<file path="src/rtl/bds_defines.svh">
// Command codes, bit positions and fixed values of the battery data block
// Assumes inclusion by its bare name from the design file
`ifndef BDS_DEFINES_SVH
`define BDS_DEFINES_SVH

// Word command codes
`define BDS_CMD_ABS_PCT     8'h0e
`define BDS_CMD_REMAIN      8'h0f
`define BDS_CMD_FULL_CAP    8'h10
`define BDS_CMD_RUN_MIN     8'h11
`define BDS_CMD_AVG_MIN     8'h12
`define BDS_CMD_CHG_CUR     8'h14
`define BDS_CMD_CHG_VOLT    8'h15
`define BDS_CMD_STATUS      8'h16
`define BDS_CMD_CYCLES      8'h17
`define BDS_CMD_NOM_CAP     8'h18
`define BDS_CMD_NOM_VOLT    8'h19
`define BDS_CMD_SPEC_REV    8'h1a
`define BDS_CMD_DATE        8'h1b
`define BDS_CMD_SERIAL      8'h1c
`define BDS_CMD_FLAGS       8'h2f
`define BDS_CMD_EMPTY1      8'h3e
`define BDS_CMD_EMPTYF      8'h3f
// Block command codes, 0x20 up to 0x23
`define BDS_CMD_TEXT_FIRST  8'h20
`define BDS_CMD_TEXT_LAST   8'h23

// Fixed values
`define BDS_INVALID_WORD    16'hffff
`define BDS_NO_BYTE         8'hff
`define BDS_TEXT_MAX        5'h0f
`define BDS_CYCLE_DROP_PCT  16'h000f
`define BDS_CYCLE_MAX       16'hffff
// Date field positions
`define BDS_DATE_MONTH_LSB  5
`define BDS_DATE_YEAR_LSB   9
// Charger mode bits
`define BDS_MODE_NO_VI_MSG  14
`define BDS_MODE_NO_ANY_MSG 13

`endif

</file>
<file path="src/rtl/bds_pkg.sv">
// Types shared by the battery data block and its surroundings
// Assumes the gauge core supplies these groups on the device clock
package bds_pkg;

  // Live gauge measurements
  typedef struct packed {
    logic [15:0] abs_pct;      // Percent of nominal capacity
    logic [15:0] remaining;    // mAh left
    logic [15:0] full_cap;     // Learned or loaded full capacity
    logic [15:0] run_min;      // Minutes, from instant current
    logic [15:0] avg_min;      // Minutes, from average current
    logic signed [15:0] current;
    logic signed [15:0] avg_current;
    logic [15:0] chg_cur;      // Requested charge current
    logic [15:0] chg_volt;     // Requested charge voltage
    logic [15:0] cap_alarm;    // Low capacity threshold
    logic [15:0] time_alarm;   // Low time threshold
  } bds_meas_s;

  // Values loaded from configuration memory
  typedef struct packed {
    logic [15:0] nom_cap;
    logic [15:0] nom_volt;
    logic [15:0] serial;
    logic [6:0]  year_ofs;     // Year minus 1980
    logic [3:0]  month;
    logic [4:0]  day;
    logic [15:0] empty1_mv;
    logic [15:0] emptyf_mv;
    logic [15:0] cycle_init;
  } bds_cfg_s;

  // Status conditions owned by the gauge core
  typedef struct packed {
    logic       over_charge;
    logic       term_charge;
    logic       over_temp;
    logic       term_dis;
    logic       initialized;
    logic       fully_chg;
    logic       fully_dis;
    logic [3:0] err_code;
  } bds_stat_s;

  // Serial engine states
  typedef enum logic [8:0] {
    BDS_IDLE  = 9'h001,
    BDS_ADDR  = 9'h002,
    BDS_AACK  = 9'h004,
    BDS_CMD   = 9'h008,
    BDS_CACK  = 9'h010,
    BDS_WDATA = 9'h020,
    BDS_WACK  = 9'h040,
    BDS_RDATA = 9'h080,
    BDS_MACK  = 9'h100
  } bds_state_e;

endpackage

</file>
<file path="src/rtl/bds_command_set.sv">
// Read-only battery data command set behind a two-wire serial slave
// Assumes the gauge core feeds measurements on i_clk; serial pins are async
//
// Behaviour
// 0x0e returns percent of nominal, may exceed 100
// Percent valid only below 10,400 mAh
// 0x0f returns remaining mAh, full 16 bits
// 0x10 returns loaded or learned full capacity
// 0x11 instant minutes, 65,535 when not discharging
// 0x12 average minutes, 65,535 marks invalid
// 0x14 charge current request, gated by messaging
// 0x15 charge voltage request, gated by messaging
// Status upper byte holds alarms, two reserved
// Status lower byte: state bits, error nibble
// Capacity and time alarms follow measured current
// Cycle counts once after 15 percent drop
// Cycle tally steps by one, saturates
// 0x1b packs day, month, year minus 1980
// 0x1a returns revision word, normally zero
// Text replies start with count, max 15
// 0x23 returns up to 15 data bytes
// 0x2f high byte second flags, low first
// 0x3e and 0x3f return empty thresholds
// 0x18 and 0x19 return nominal values
// 0x1c returns serial number word
// Words by read word, strings by block
// Mode bits 14 and 13 mute charger messages
// Host writes to these codes are ignored
`include "bds_defines.svh"
`timescale 1ns/1ps
`default_nettype none

module bds_command_set #(
  parameter logic [6:0]  SLAVE_ADDR = 7'h0b,  // Serial slave address
  parameter logic [15:0] SPEC_REV   = 16'h0000 // Arbitrary revision word
) (
  // Clock and reset
  input  wire logic                   i_clk,
  input  wire logic                   i_resetn,
  // Serial pins, asynchronous
  input  wire logic                   i_scc,
  input  wire logic                   i_scd,
  output logic                        o_scd_o,
  output logic                        o_scd_oe,
  // Gauge core values
  input  wire bds_pkg::bds_meas_s     i_meas,
  input  wire bds_pkg::bds_cfg_s      i_cfg,
  input  wire bds_pkg::bds_stat_s     i_stat,
  input  wire logic [7:0]             i_flag_low,
  input  wire logic [7:0]             i_flag_high,
  input  wire logic [15:0]            i_mode,
  input  wire logic                   i_cfg_load,
  input  wire logic                   i_charge_end,
  // Text blocks: count and up to 15 bytes each, code order
  input  wire logic [3:0][4:0]        i_text_len,
  input  wire logic [3:0][14:0][7:0]  i_text,
  // Results
  output logic [15:0]                 o_cycle_tally,
  output logic                        o_charge_msg_en,
  output logic                        o_alarm_msg_en
);

  // ---------------------------------------------------------------
  // Reset release and pin synchronisers
  // ---------------------------------------------------------------
  logic rst_s1_q;  // Release stage one
  logic rstn_q;    // Released reset used everywhere
  // Assert at once, release after two edges
  always_ff @(posedge i_clk or negedge i_resetn)
  begin
    if (!i_resetn)
    begin
      rst_s1_q <= 1'b0;
      rstn_q   <= 1'b0;
    end
    else
    begin
      rst_s1_q <= 1'b1;
      rstn_q   <= rst_s1_q;
    end
  end

  logic [1:0] scc_q;    // [0] first stage, [1] second stage
  logic [1:0] scd_q;
  logic       scc_d1_q; // Previous synced clock
  logic       scd_d1_q; // Previous synced data
  // Two stages per pin, then one history stage
  always_ff @(posedge i_clk or negedge rstn_q)
  begin
    if (!rstn_q)
    begin
      scc_q    <= 2'h3;
      scd_q    <= 2'h3;
      scc_d1_q <= 1'b1;
      scd_d1_q <= 1'b1;
    end
    else
    begin
      scc_q    <= {scc_q[0], i_scc};
      scd_q    <= {scd_q[0], i_scd};
      scc_d1_q <= scc_q[1];
      scd_d1_q <= scd_q[1];
    end
  end
  logic scc_rise;  // Clock rising edge
  logic scc_fall;  // Clock falling edge
  logic bus_start; // Data falls, clock high
  logic bus_stop;  // Data rises, clock high
  assign scc_rise  = scc_q[1] & ~scc_d1_q;
  assign scc_fall  = ~scc_q[1] & scc_d1_q;
  assign bus_start = scc_q[1] & scc_d1_q & ~scd_q[1] & scd_d1_q;
  assign bus_stop  = scc_q[1] & scc_d1_q & scd_q[1] & ~scd_d1_q;

  // ---------------------------------------------------------------
  // Cycle tally and charger message enables
  // ---------------------------------------------------------------
  logic [15:0] tally_q;   // Cycles seen
  logic [15:0] base_q;    // Charge level at end of last charge
  logic        armed_q;   // A cycle may still be counted
  // Count once per cycle after the drop; saturate at the top
  always_ff @(posedge i_clk or negedge rstn_q)
  begin
    if (!rstn_q)
    begin
      tally_q <= 16'h0000;
      base_q  <= 16'h0000;
      armed_q <= 1'b0;
    end
    else if (i_cfg_load)
    begin
      tally_q <= i_cfg.cycle_init;
      armed_q <= 1'b0;
    end
    else if (i_charge_end)
    begin
      base_q  <= i_meas.abs_pct;
      armed_q <= 1'b1;
    end
    else if (armed_q && base_q >= `BDS_CYCLE_DROP_PCT &&
             i_meas.abs_pct <= base_q - `BDS_CYCLE_DROP_PCT)
    begin
      // Small dips never count, so short top-ups are not cycles
      armed_q <= 1'b0;
      if (tally_q != `BDS_CYCLE_MAX)
        tally_q <= tally_q + 16'h0001;
    end
  end

  // Bit 13 mutes everything, bit 14 only the value messages
  always_ff @(posedge i_clk or negedge rstn_q)
  begin
    if (!rstn_q)
    begin
      o_charge_msg_en <= 1'b0;
      o_alarm_msg_en  <= 1'b0;
      o_cycle_tally   <= 16'h0000;
    end
    else
    begin
      o_charge_msg_en <= ~i_mode[`BDS_MODE_NO_VI_MSG] &
                         ~i_mode[`BDS_MODE_NO_ANY_MSG];
      o_alarm_msg_en  <= ~i_mode[`BDS_MODE_NO_ANY_MSG];
      o_cycle_tally   <= tally_q;
    end
  end

  // ---------------------------------------------------------------
  // Reply selection, serial engine and pin drive
  // ---------------------------------------------------------------
  bds_pkg::bds_state_e state_q;  // Engine state
  logic [7:0]  cmd_q;     // Latched command code
  logic        cmd_ok_q;  // Command taken in this frame
  logic [7:0]  sh_q;      // Shift register
  logic [3:0]  cnt_q;     // Bits seen in the byte
  logic [4:0]  idx_q;     // Reply byte position
  logic [15:0] snap_q;    // High byte held across the word
  // True for the four text codes
  function automatic logic is_text(input logic [7:0] c);
    is_text = (c >= `BDS_CMD_TEXT_FIRST) && (c <= `BDS_CMD_TEXT_LAST);
  endfunction
  logic        not_dis;    // Not drawing current
  logic        avg_idle;   // Average not a discharge
  logic [15:0] run_eff;    // Instant minutes, masked
  logic [15:0] avg_eff;    // Average minutes, masked
  logic [15:0] status_w;   // Assembled status word
  logic [15:0] word_val;   // Word for the current code
  assign not_dis  = ~i_meas.current[15];
  assign avg_idle = ~i_meas.avg_current[15];
  assign run_eff  = not_dis ? `BDS_INVALID_WORD : i_meas.run_min;
  assign avg_eff  = avg_idle ? `BDS_INVALID_WORD : i_meas.avg_min;

  // Alarms use minutes and mAh that already follow the measured current
  assign status_w = {i_stat.over_charge, i_stat.term_charge, 1'b0,
                     i_stat.over_temp, i_stat.term_dis, 1'b0,
                     i_meas.remaining < i_meas.cap_alarm,
                     avg_eff < i_meas.time_alarm,
                     i_stat.initialized, ~not_dis,
                     i_stat.fully_chg, i_stat.fully_dis,
                     i_stat.err_code};
  // One word per mapped code
  always_comb
  begin
    case (cmd_q)
      `BDS_CMD_ABS_PCT:  word_val = i_meas.abs_pct;
      `BDS_CMD_REMAIN:   word_val = i_meas.remaining;
      `BDS_CMD_FULL_CAP: word_val = i_meas.full_cap;
      `BDS_CMD_RUN_MIN:  word_val = run_eff;
      `BDS_CMD_AVG_MIN:  word_val = avg_eff;
      `BDS_CMD_CHG_CUR:  word_val = i_meas.chg_cur;
      `BDS_CMD_CHG_VOLT: word_val = i_meas.chg_volt;
      `BDS_CMD_STATUS:   word_val = status_w;
      `BDS_CMD_CYCLES:   word_val = tally_q;
      `BDS_CMD_NOM_CAP:  word_val = i_cfg.nom_cap;
      `BDS_CMD_NOM_VOLT: word_val = i_cfg.nom_volt;
      `BDS_CMD_SPEC_REV: word_val = SPEC_REV;
      `BDS_CMD_DATE:     word_val = {i_cfg.year_ofs, i_cfg.month,
                                     i_cfg.day};
      `BDS_CMD_SERIAL:   word_val = i_cfg.serial;
      `BDS_CMD_FLAGS:    word_val = {i_flag_high, i_flag_low};
      `BDS_CMD_EMPTY1:   word_val = i_cfg.empty1_mv;
      `BDS_CMD_EMPTYF:   word_val = i_cfg.emptyf_mv;
      default:           word_val = `BDS_INVALID_WORD;
    endcase
  end
  // Byte to send at a given reply position
  logic [1:0] text_sel;   // Which text block
  logic [4:0] text_cnt;   // Clamped count
  logic [7:0] next_byte;  // Byte for position idx_q
  assign text_sel = cmd_q[1:0];
  assign text_cnt = (i_text_len[text_sel] > `BDS_TEXT_MAX) ?
                    `BDS_TEXT_MAX : i_text_len[text_sel];

  always_comb
  begin
    next_byte = `BDS_NO_BYTE;
    if (is_text(cmd_q))
    begin
      // Block protocol: count first, then characters   R22
      if (idx_q == 5'h00)
        next_byte = {3'h0, text_cnt};
      else if (idx_q <= text_cnt)
        next_byte = i_text[text_sel][idx_q - 5'h01];
    end
    else if (idx_q == 5'h00)
      next_byte = word_val[7:0];
    else if (idx_q == 5'h01)
      next_byte = snap_q[15:8];
  end

  // Receive, acknowledge and transmit; writes are taken and dropped
  always_ff @(posedge i_clk or negedge rstn_q)
  begin
    if (!rstn_q)
    begin
      state_q  <= bds_pkg::BDS_IDLE;
      cmd_q    <= 8'h00;
      cmd_ok_q <= 1'b0;
      sh_q     <= 8'h00;
      cnt_q    <= 4'h0;
      idx_q    <= 5'h00;
      snap_q   <= 16'h0000;
    end
    else if (bus_start)
    begin
      // Repeated start keeps the command for the read phase
      state_q <= bds_pkg::BDS_ADDR;
      cnt_q   <= 4'h0;
    end
    else if (bus_stop)
    begin
      state_q  <= bds_pkg::BDS_IDLE;
      cmd_ok_q <= 1'b0;
    end
    else
    begin
      case (state_q)
        bds_pkg::BDS_ADDR, bds_pkg::BDS_CMD, bds_pkg::BDS_WDATA:
        begin
          if (scc_rise)
          begin
            sh_q  <= {sh_q[6:0], scd_q[1]};
            cnt_q <= cnt_q + 4'h1;
          end
          else if (scc_fall && cnt_q == 4'h8)
          begin
            if (state_q == bds_pkg::BDS_ADDR)
              // Reads need a command first in the same frame
              state_q <= (sh_q[7:1] == SLAVE_ADDR &&
                          (!sh_q[0] || cmd_ok_q)) ?
                         bds_pkg::BDS_AACK : bds_pkg::BDS_IDLE;
            else if (state_q == bds_pkg::BDS_CMD)
            begin
              // Unmapped codes are refused with no acknowledge
              state_q  <= (word_hit_code(sh_q)) ?
                          bds_pkg::BDS_CACK : bds_pkg::BDS_IDLE;
              cmd_ok_q <= word_hit_code(sh_q);
              cmd_q    <= sh_q;
            end
            else
              state_q <= bds_pkg::BDS_WACK;
          end
        end
        bds_pkg::BDS_AACK:
        begin
          if (scc_fall)
          begin
            cnt_q <= 4'h0;
            if (sh_q[0])
            begin
              state_q <= bds_pkg::BDS_RDATA;
              idx_q   <= 5'h01;
              sh_q    <= next_byte;   // Position zero
              snap_q  <= word_val;    // Word read as one snapshot
            end
            else
              state_q <= bds_pkg::BDS_CMD;
          end
          else
            idx_q <= 5'h00;
        end
        bds_pkg::BDS_CACK, bds_pkg::BDS_WACK:
        begin
          // Ack slot ends; data bytes are acknowledged, never stored
          if (scc_fall)
          begin
            state_q <= bds_pkg::BDS_WDATA;
            cnt_q   <= 4'h0;
          end
        end
        bds_pkg::BDS_RDATA:
        begin
          if (scc_rise)
            cnt_q <= cnt_q + 4'h1;
          else if (scc_fall)
          begin
            if (cnt_q == 4'h8)
              state_q <= bds_pkg::BDS_MACK;
            else
              sh_q <= {sh_q[6:0], 1'b0};
          end
        end
        bds_pkg::BDS_MACK:
        begin
          // Host no-acknowledge ends the reply
          if (scc_rise && scd_q[1])
            state_q <= bds_pkg::BDS_IDLE;
          else if (scc_fall)
          begin
            state_q <= bds_pkg::BDS_RDATA;
            cnt_q   <= 4'h0;
            sh_q    <= next_byte;
            idx_q   <= idx_q + 5'h01;
          end
        end
        default:
          state_q <= bds_pkg::BDS_IDLE;
      endcase
    end
  end

  // Mapped word or text code
  function automatic logic word_hit_code(input logic [7:0] c);
    case (c)
      `BDS_CMD_ABS_PCT, `BDS_CMD_REMAIN, `BDS_CMD_FULL_CAP, `BDS_CMD_RUN_MIN, `BDS_CMD_AVG_MIN,
      `BDS_CMD_CHG_CUR, `BDS_CMD_CHG_VOLT, `BDS_CMD_STATUS, `BDS_CMD_CYCLES, `BDS_CMD_NOM_CAP,
      `BDS_CMD_NOM_VOLT, `BDS_CMD_SPEC_REV, `BDS_CMD_DATE, `BDS_CMD_SERIAL, `BDS_CMD_FLAGS,
      `BDS_CMD_EMPTY1, `BDS_CMD_EMPTYF:
        word_hit_code = 1'b1;
      default:
        word_hit_code = is_text(c);
    endcase
  endfunction

  // Open drain: only ever pull low; change only while clock is low
  always_ff @(posedge i_clk or negedge rstn_q)
  begin
    if (!rstn_q)
    begin
      o_scd_o  <= 1'b0;
      o_scd_oe <= 1'b0;
    end
    else
    begin
      o_scd_o <= 1'b0;
      case (state_q)
        bds_pkg::BDS_AACK, bds_pkg::BDS_CACK, bds_pkg::BDS_WACK: o_scd_oe <= 1'b1;
        bds_pkg::BDS_RDATA: o_scd_oe <= ~sh_q[7];
        default:            o_scd_oe <= 1'b0;
      endcase
    end
  end

endmodule

`default_nettype wire

</file>
<file path="config.mk">
export PLATFORM = sky130hd
export DESIGN_NAME = bds_command_set
export DESIGN_NICKNAME = d
export VERILOG_FILES = /design/src/rtl/bds_pkg.sv /design/src/rtl/bds_command_set.sv
export VERILOG_INCLUDE_DIRS = /design/src /design/src/rtl
export SDC_FILE = /design/constraint.sdc
export NUM_CORES = 1
export LEC_CHECK = 0
export ABC_CLOCK_PERIOD_IN_PS = 3500
export BUFFER_PORTS_ARGS = -buffer_cell sky130_fd_sc_hd__clkbuf_2
export CAP_MARGIN = 10
export CELL_PAD_IN_SITES_DETAIL_PLACEMENT = 0
export CELL_PAD_IN_SITES_GLOBAL_PLACEMENT = 1
export CORE_AREA = 3 3 331 333
export CTS_CLUSTER_DIAMETER = 120
export CTS_CLUSTER_SIZE = 14
export DETAILED_ROUTE_END_ITERATION = 8
export DIE_AREA = 0 0 334 336
export PLACE_DENSITY = 0.37
export SLEW_MARGIN = 40
export SYNTH_ARGS = -nofsm -noshare
export SYNTH_HDL_FRONTEND = slang
export SYNTH_SLANG_ARGS = --single-unit
</file>
<file path="constraint.sdc">
create_clock -name i_clk -period 3.5 [get_ports i_clk]
set_clock_uncertainty 0.2 [all_clocks]
set_input_delay 0.175 -clock i_clk [delete_from_list [all_inputs] [get_ports i_clk]]
set_output_delay 0.175 -clock i_clk [all_outputs]
set_load 0.1 [all_outputs]
</file>
# Yosys cells after proc, flatten, opt, wreduce, memory -nomap -nowiden
# Cells that the tools add are included.
# Widths: inputs -> output; s select.
dict set report classes {
  n_addsub 5
  multipliers 0
  div 0
  order_cmp 12
  n_eq_ne 69
  shift 0
  mux 69
  bitwise 20
  n_reduce_logical 34
}
# cell count
set ops {}
lappend ops {{$pmux 16 s17} 1}
lappend ops {{$bmux 120 s2} 1}
lappend ops {{$eq 8x5->1 const B} 24}
lappend ops {{$mux 120} 1}
lappend ops {{$mux 8} 15}
lappend ops {{$mux 9} 11}
lappend ops {{$mux 16} 6}
lappend ops {{$eq 8x6->1 const B} 6}
lappend ops {{$pmux 9 s5} 1}
lappend ops {{$mux 5} 7}
lappend ops {{$bmux 8 s4} 1}
lappend ops {{$eq 8x4->1 const B} 4}
lappend ops {{$lt 16x16->1} 2}
lappend ops {{$pmux 8 s4} 1}
lappend ops {{$ne 4x4->1 const B} 7}
lappend ops {{$ne 2x2->1 const B} 11}
lappend ops {{$mux 4} 5}
lappend ops {{$reduce_or 17->1} 1}
lappend ops {{$add 16x1->16 const B} 1}
lappend ops {{$ge 16x4->1 const B} 1}
lappend ops {{$ge 8x6->1 const B} 2}
lappend ops {{$le 16x16->1} 1}
lappend ops {{$le 8x6->1 const B} 2}
lappend ops {{$ne 16x16->1 const B} 1}
lappend ops {{51 further kinds} 96}
dict set report word_totals {
  regBits 111
  latchBits 0
  ram_bits 0
  rom_bits 0
  word_cells 230
  memories 0
}

# Depth between registers and ports, before layout
dict set report depth {
  ltp_word 18
  ltp_mapped 15
  mapped_depth_nobuf 13
}

# Worst setup path after synthesis
# OpenSTA, ideal clock, no wires.
dict set report synth_path {
  kind {reg2reg}
  start {register base_q[0]}
  end {register tally_q[1]}
  setup_time_ns 0.125
  arrival_time_ns 3.530
  required_ns 3.175
  setup_slack_ns -0.355
  stages_incl_launch_ff 14
  synth_period_minus_slack_ns 3.855
  path_cell_list {dfrtp_1 ha_1 and3_4 or4_4 nor3b_1 xnor2_1 ha_1 a21o_1 a21o_1 a2111o_1 o31a_2 nor2_2 mux2_4 mux2_2}
}
dict set report synth_between {
  elab_chain_cells 5
}
# element line_no
set synth_lines {}
lappend synth_lines {{start, declared} bds_command_set.sv:118} ;# logic [15:0] base_q;
lappend synth_lines {{start signal, assigned} bds_command_set.sv:136} ;# base_q <= i_meas.abs_pct;
lappend synth_lines {{$sub 16x4->16 (no line) / $ge 16x4->1 (equally long branches)} --}
lappend synth_lines {{$le 16x16->1 (no line) / $logic_and 1x1->1 (equally long branches)} --}
lappend synth_lines {{$logic_and 1x1->1 (no line) *} --}
lappend synth_lines {{$reduce_bool 2->1 (no line) *} --}
lappend synth_lines {{$reduce_and 3->1 (no line) *} --}
lappend synth_lines {{end signal, assigned} bds_command_set.sv:131} ;# tally_q <= i_cfg.cycle_init;
lappend synth_lines {{end signal, assigned} bds_command_set.sv:145} ;# tally_q <= tally_q + 16'h0001;
lappend synth_lines {{end, declared} bds_command_set.sv:117} ;# logic [15:0] tally_q;
# Mark *: on every way between the ends. The rest lies on a longest branch, timed or not.
# A chain may end at the register's enable or synchronous reset.

# Worst setup path after layout
# Ends and elaborated chain as after synthesis.

==> flow_results.org <==
** Global route
- Via count of the first global-routing pass :: ~17000
- The number of antenna violations at the first check in global routing is 35.
- In the global route stage, met3 resource usage came out at under 10%.
- GR Layer Usage met1 :: between 20% and 30%
- Most used routing layer :: met2
- GR Util All Layers :: a little under a fifth
- Pin count of the biggest net entering global routing :: 56
- In the global route stage, met2 resource usage came out at roughly 34%.
- Overall overflow remaining after global route :: 0
- Wire length of the first global-routing pass :: about 150 mm

** Detailed routing
- Dividing the detail-routed wire length by the instance count gives 30.1 µm.
- In the routed design, unresolved DRC markers number 0.
- The detailed router placed approximately 16000 vias in this run.
- In the routed layout, each cell is associated on average with a via count of between 4 and 5.
- Drt first-iter violations :: between 1000 and 1500
- The first TritonRoute pass finished after 6 iterations.
- Post-route antenna net violation count :: 0
- The final layout contains routed wiring with a total length of ~110 mm.

** Power
- Cell internal power was estimated by the tool at roughly 2.6 mW.
- Leakage power summed over all cells :: 9.49 nW
- Of the total power, registers draw between 30% and 40%.
- Comb power frac :: between 30% and 40%
- Worst vdd ir :: around 0.18 mV
- Switching Share :: 35.6%
- Power density over cell area :: between 150 and 200 nW/µm²
- Clock network fraction of design power :: ~28%
- Switching power :: 1.42 mW

** Layout
- Layout Nets :: approximately 3100
- # fillers :: 12100
- Commonest non-fill, non-tap cell in the layout :: sky130_fd_sc_hd__clkbuf_2
- Multi-input logic area :: between 9000 and 10000 µm²
- Ratio of cells with drive above 1 in the final layout :: roughly 55%
- Design area :: 20600 µm²
- The top cell types in the final layout, fill and taps aside, are 811 x sky130_fd_sc_hd__clkbuf_2, 164 x sky130_fd_sc_hd__buf_4, 122 x sky130_fd_sc_hd__mux4_2.
- Combined flip-flop and latch cell area :: about 2600 µm²
- Compared with the post-synthesis result, the final layout area differs by 63.9%.

** Place
- Detailed placement finished with a half-perimeter wire length of between 90 and 100 mm.
- Placement Setup Slack :: -0.371 ns
- The placed instances occupy a cell area of approximately 20000 µm².
- Port buffering added roughly 800 buffers.
- Final GP Congestion :: between 0.9 and 1

** Floorplanning
- Std-Cell Core Area :: about 110000 µm²
- Die H :: around 340 µm
- The die is between 300 and 400 µm wide.
- Count of pins on the block boundary :: 857
- Row generation in the floorplan step produced 120 rows.
- Initial core utilization :: 11.8%
- Die ar. :: 112000 µm²

** Worst setup path
- Number of cells traversed by the worst register-to-register path :: 13
- Data required, critical path :: 3.56 ns
- The endpoint identified for the worst register-to-register timing path is tally_q[1].
- Worst Setup End Kind :: flop
- FF-to-FF setup slack :: -0.28 ns
- For the worst setup path, the data arrival time is 3.84 ns.
- The startpoint identified for the worst register-to-register timing path is base_q[0].
- The worst setup path is launched from a flop.
- The worst setup path is of the flop to flop kind.
- Largest fanout of any net on the critical path :: 6

** Clock tree
- The root buffer cell chosen for the clock tree is sky130_fd_sc_hd__clkbuf_16.
- H-Tree Depth :: 3
- TritonCTS built the clock tree.
- In this run, CTS created clock tree buffers numbering 9.
- Clock tree synthesis found a total of roughly 100 sinks.
- At the later pin of the worst-skew pair, clock insertion delay measures about 0.39 ns.
- Bufs on Longest Clock Path :: 2
- Clock-pin slew was measured on the worst setup and hold paths at about 0.08 ns.

** Yosys
- Portion of the post-synthesis area used by sequential elements :: about a fifth
- Post-synth ARST share :: 100%
- For this run, the leading register cell type out of synthesis is sky130_fd_sc_hd__dfrtp_1.
- In this run the mean area of a mapped cell was around 9.8 µm².
- After synthesis, the netlist uses a little under 100 different library cells.
- Yosys mapped a number of flops with a built-in enable equal to 0.
- In this run the cell area of the synthesized design comes to about 13000 µm².
- Yosys printed 0 warnings.
- After synthesis the netlist holds a flip-flop and latch count of approximately 100.
- Cell count after synthesis :: between 1000 and 1500

** STA
- Tmin final :: about 3.8 ns
- At the pin with the least slew margin, the transition time is between 0.7 and 0.8 ns.
- Setup violations remaining at the end of the flow were counted as 17.
- Part of the cycle the worst path needs :: 108%
- Unrepaired setup endpoints after global routing :: yes
- Final Hold Vio Count :: 0
- Worst-case hold slack :: approximately 0.045 ns
- The count of final max-slew check failures came to 0.
- Timing would allow up to approximately 260 MHz.
- The worst pin sits at a relative slew slack of 51.0%.
- After layout, the worst setup slack is -0.281 ns.

** Outcome
- Result of the run :: complete, but fails checks
- The final reports fail on negative setup slack.

** Run
- The tool flagged a number of max-cap violations equal to 0.

** Min path
- Hold/Removal Path Class :: flop to async pin
-- logic make-up (layout without fill, tap and decap cells) --
logic type	after synthesis	count (layout)	synth area share, %
buffers and inverters	162	1121	6.29
other	2	12	0.0597
adders and majority gates	59	59	5.86
DFF	103	103	20.5
xor gates and xnor gates	39	39	2.71
muxes	186	186	27.2
and+or+nand+nor	400	400	18.0
AOI/OAI and AO/OA	338	338	19.2
-- synth_stat cells, types with 13 or more instances --
| cell | count | area (µm²) |
|---|---|---|
| sky130_fd_sc_hd__mux4_2 | 122 | 2750 |
| sky130_fd_sc_hd__o21ai_0 | 42 | 210 |
| sky130_fd_sc_hd__nand2b_1 | 28 | 175 |
| sky130_fd_sc_hd__mux2i_1 | 34 | 340 |
| sky130_fd_sc_hd__nand2_1 | 68 | 255 |
| sky130_fd_sc_hd__nand3_1 | 37 | 185 |
| sky130_fd_sc_hd__a22oi_1 | 56 | 420 |
| sky130_fd_sc_hd__a21oi_1 | 62 | 310 |
| sky130_fd_sc_hd__nor3_1 | 37 | 185 |
| sky130_fd_sc_hd__mux2_2 | 29 | 327 |
| sky130_fd_sc_hd__nor4_1 | 13 | 81.3 |
| sky130_fd_sc_hd__buf_4 | 17 | 128 |
| sky130_fd_sc_hd__ha_1 | 59 | 738 |
| sky130_fd_sc_hd__dfrtp_1 | 96 | 2400 |
| sky130_fd_sc_hd__nor2b_1 | 16 | 100 |
| sky130_fd_sc_hd__nor2_1 | 76 | 285 |
| sky130_fd_sc_hd__xnor2_1 | 29 | 254 |
| sky130_fd_sc_hd__buf_2 | 36 | 180 |
| sky130_fd_sc_hd__clkbuf_1 | 33 | 124 |
| sky130_fd_sc_hd__inv_1 | 63 | 236 |
| sky130_fd_sc_hd__and3_1 | 16 | 100 |
| sky130_fd_sc_hd__nand4_1 | 29 | 181 |
| sky130_fd_sc_hd__a22o_1 | 27 | 236 |
-- worst max-delay path by stage --
stage	startpoint	end
final	base_q[0]	tally_q[1]
after floorplan	base_q[0]	tally_q[1]
after global routing	base_q[0]	tally_q[1]
after CTS	base_q[0]	tally_q[1]
after global placement	base_q[0]	tally_q[1]
after detailed placement	base_q[0]	tally_q[1]
-- repair_timing --
| action | in CTS | in global routing |
|---|---|---|
| gates resized for setup | 25 | 9 |
| setup buffers | 9 | 8 |
| cloned | 0 | 0 |
| hold endpoints to repair | 37 | 1 |
| hold buffers | 38 | 1 |
| setup endpoints to repair | 23 | 23 |
| pin swaps | 8 | 5 |
-- final cells by class --
| type | count | area share [%] |
|---|---|---|
| multi-input combinational | 1025 | 46.0 |
| clock inverter | 7 | 0.382 |
| inverter | 64 | 1.16 |
| tap | 1403 | 8.51 |
| clock buffer | 9 | 1.09 |
| antenna | 9 | 0.109 |
| timing repair buffer | 1041 | 30.2 |
| sequential | 103 | 12.6 |
-- sequential cells by signal, indices dropped and copies added (netlist names) --
register,count
rst_s1_q,1
cnt_q,4
idx_q,5
cmd_q,8
scd_d1_q,1
state_q,9
scd_q,2
snap_q,8
cmd_ok_q,1
sh_q,8
scc_d1_q,1
tally_q,16
o_charge_msg_en,1
base_q,16
scc_q,2
o_scd_oe,1
armed_q,1
rstn_q,1
o_alarm_msg_en,1
o_cycle_tally,16
-- power groups by stage --
stage	sequential (mW)	clock (mW)	combinational, mW
after global placement	1.38	0	1.44
final	1.35	1.11	1.54
after CTS	1.36	1.17	1.52
after detailed placement	1.38	0	1.44
after global routing	1.36	1.22	1.65
after floorplan	1.50	0	0.464
-- layer usage --
layer | part of all wire, % | wire length [µm]
met1 | 42 | 46900
met2 | 50 | 55300
met3 | 5.6 | 6210
met4 | 1.8 | 1930
met5 | 0.024 | 27
-- worst max-delay path, stage by stage, from the launching register on --
cell                       delay (ns)
sky130_fd_sc_hd__dfrtp_1         0.40
sky130_fd_sc_hd__ha_2            0.20
sky130_fd_sc_hd__and3_4          0.18
sky130_fd_sc_hd__or4_4           0.48
sky130_fd_sc_hd__nor3b_2         0.20
sky130_fd_sc_hd__xnor2_1         0.13
sky130_fd_sc_hd__ha_1            0.24
sky130_fd_sc_hd__nand4_1         0.17
sky130_fd_sc_hd__nor3_2          0.07
sky130_fd_sc_hd__a2111o_1        0.39
sky130_fd_sc_hd__o31a_4          0.34
sky130_fd_sc_hd__nor2_4          0.11
sky130_fd_sc_hd__mux2_4          0.30
sky130_fd_sc_hd__mux2_2          0.25
-- stage by stage --
| stage | utilization [%] | power, mW | TNS [ns] | std cells |
|---|---|---|---|---|
| 2_1_floorplan | - | 1.96 | -2.12 | 1290 |
| 3_3_place_gp | 18.3 | 2.82 | -5.22 | 3580 |
| 3_5_place_dp | 18.3 | 2.82 | -4.87 | 3580 |
| 4_1_cts | 19.1 | 4.05 | -3.35 | 3642 |
| 5_1_grt | 19.3 | 4.23 | -6.49 | 3656 |
| 6_report | 19.3 | 3.99 | -3.23 | 3661 |
(Power assumes the default switching activity.)
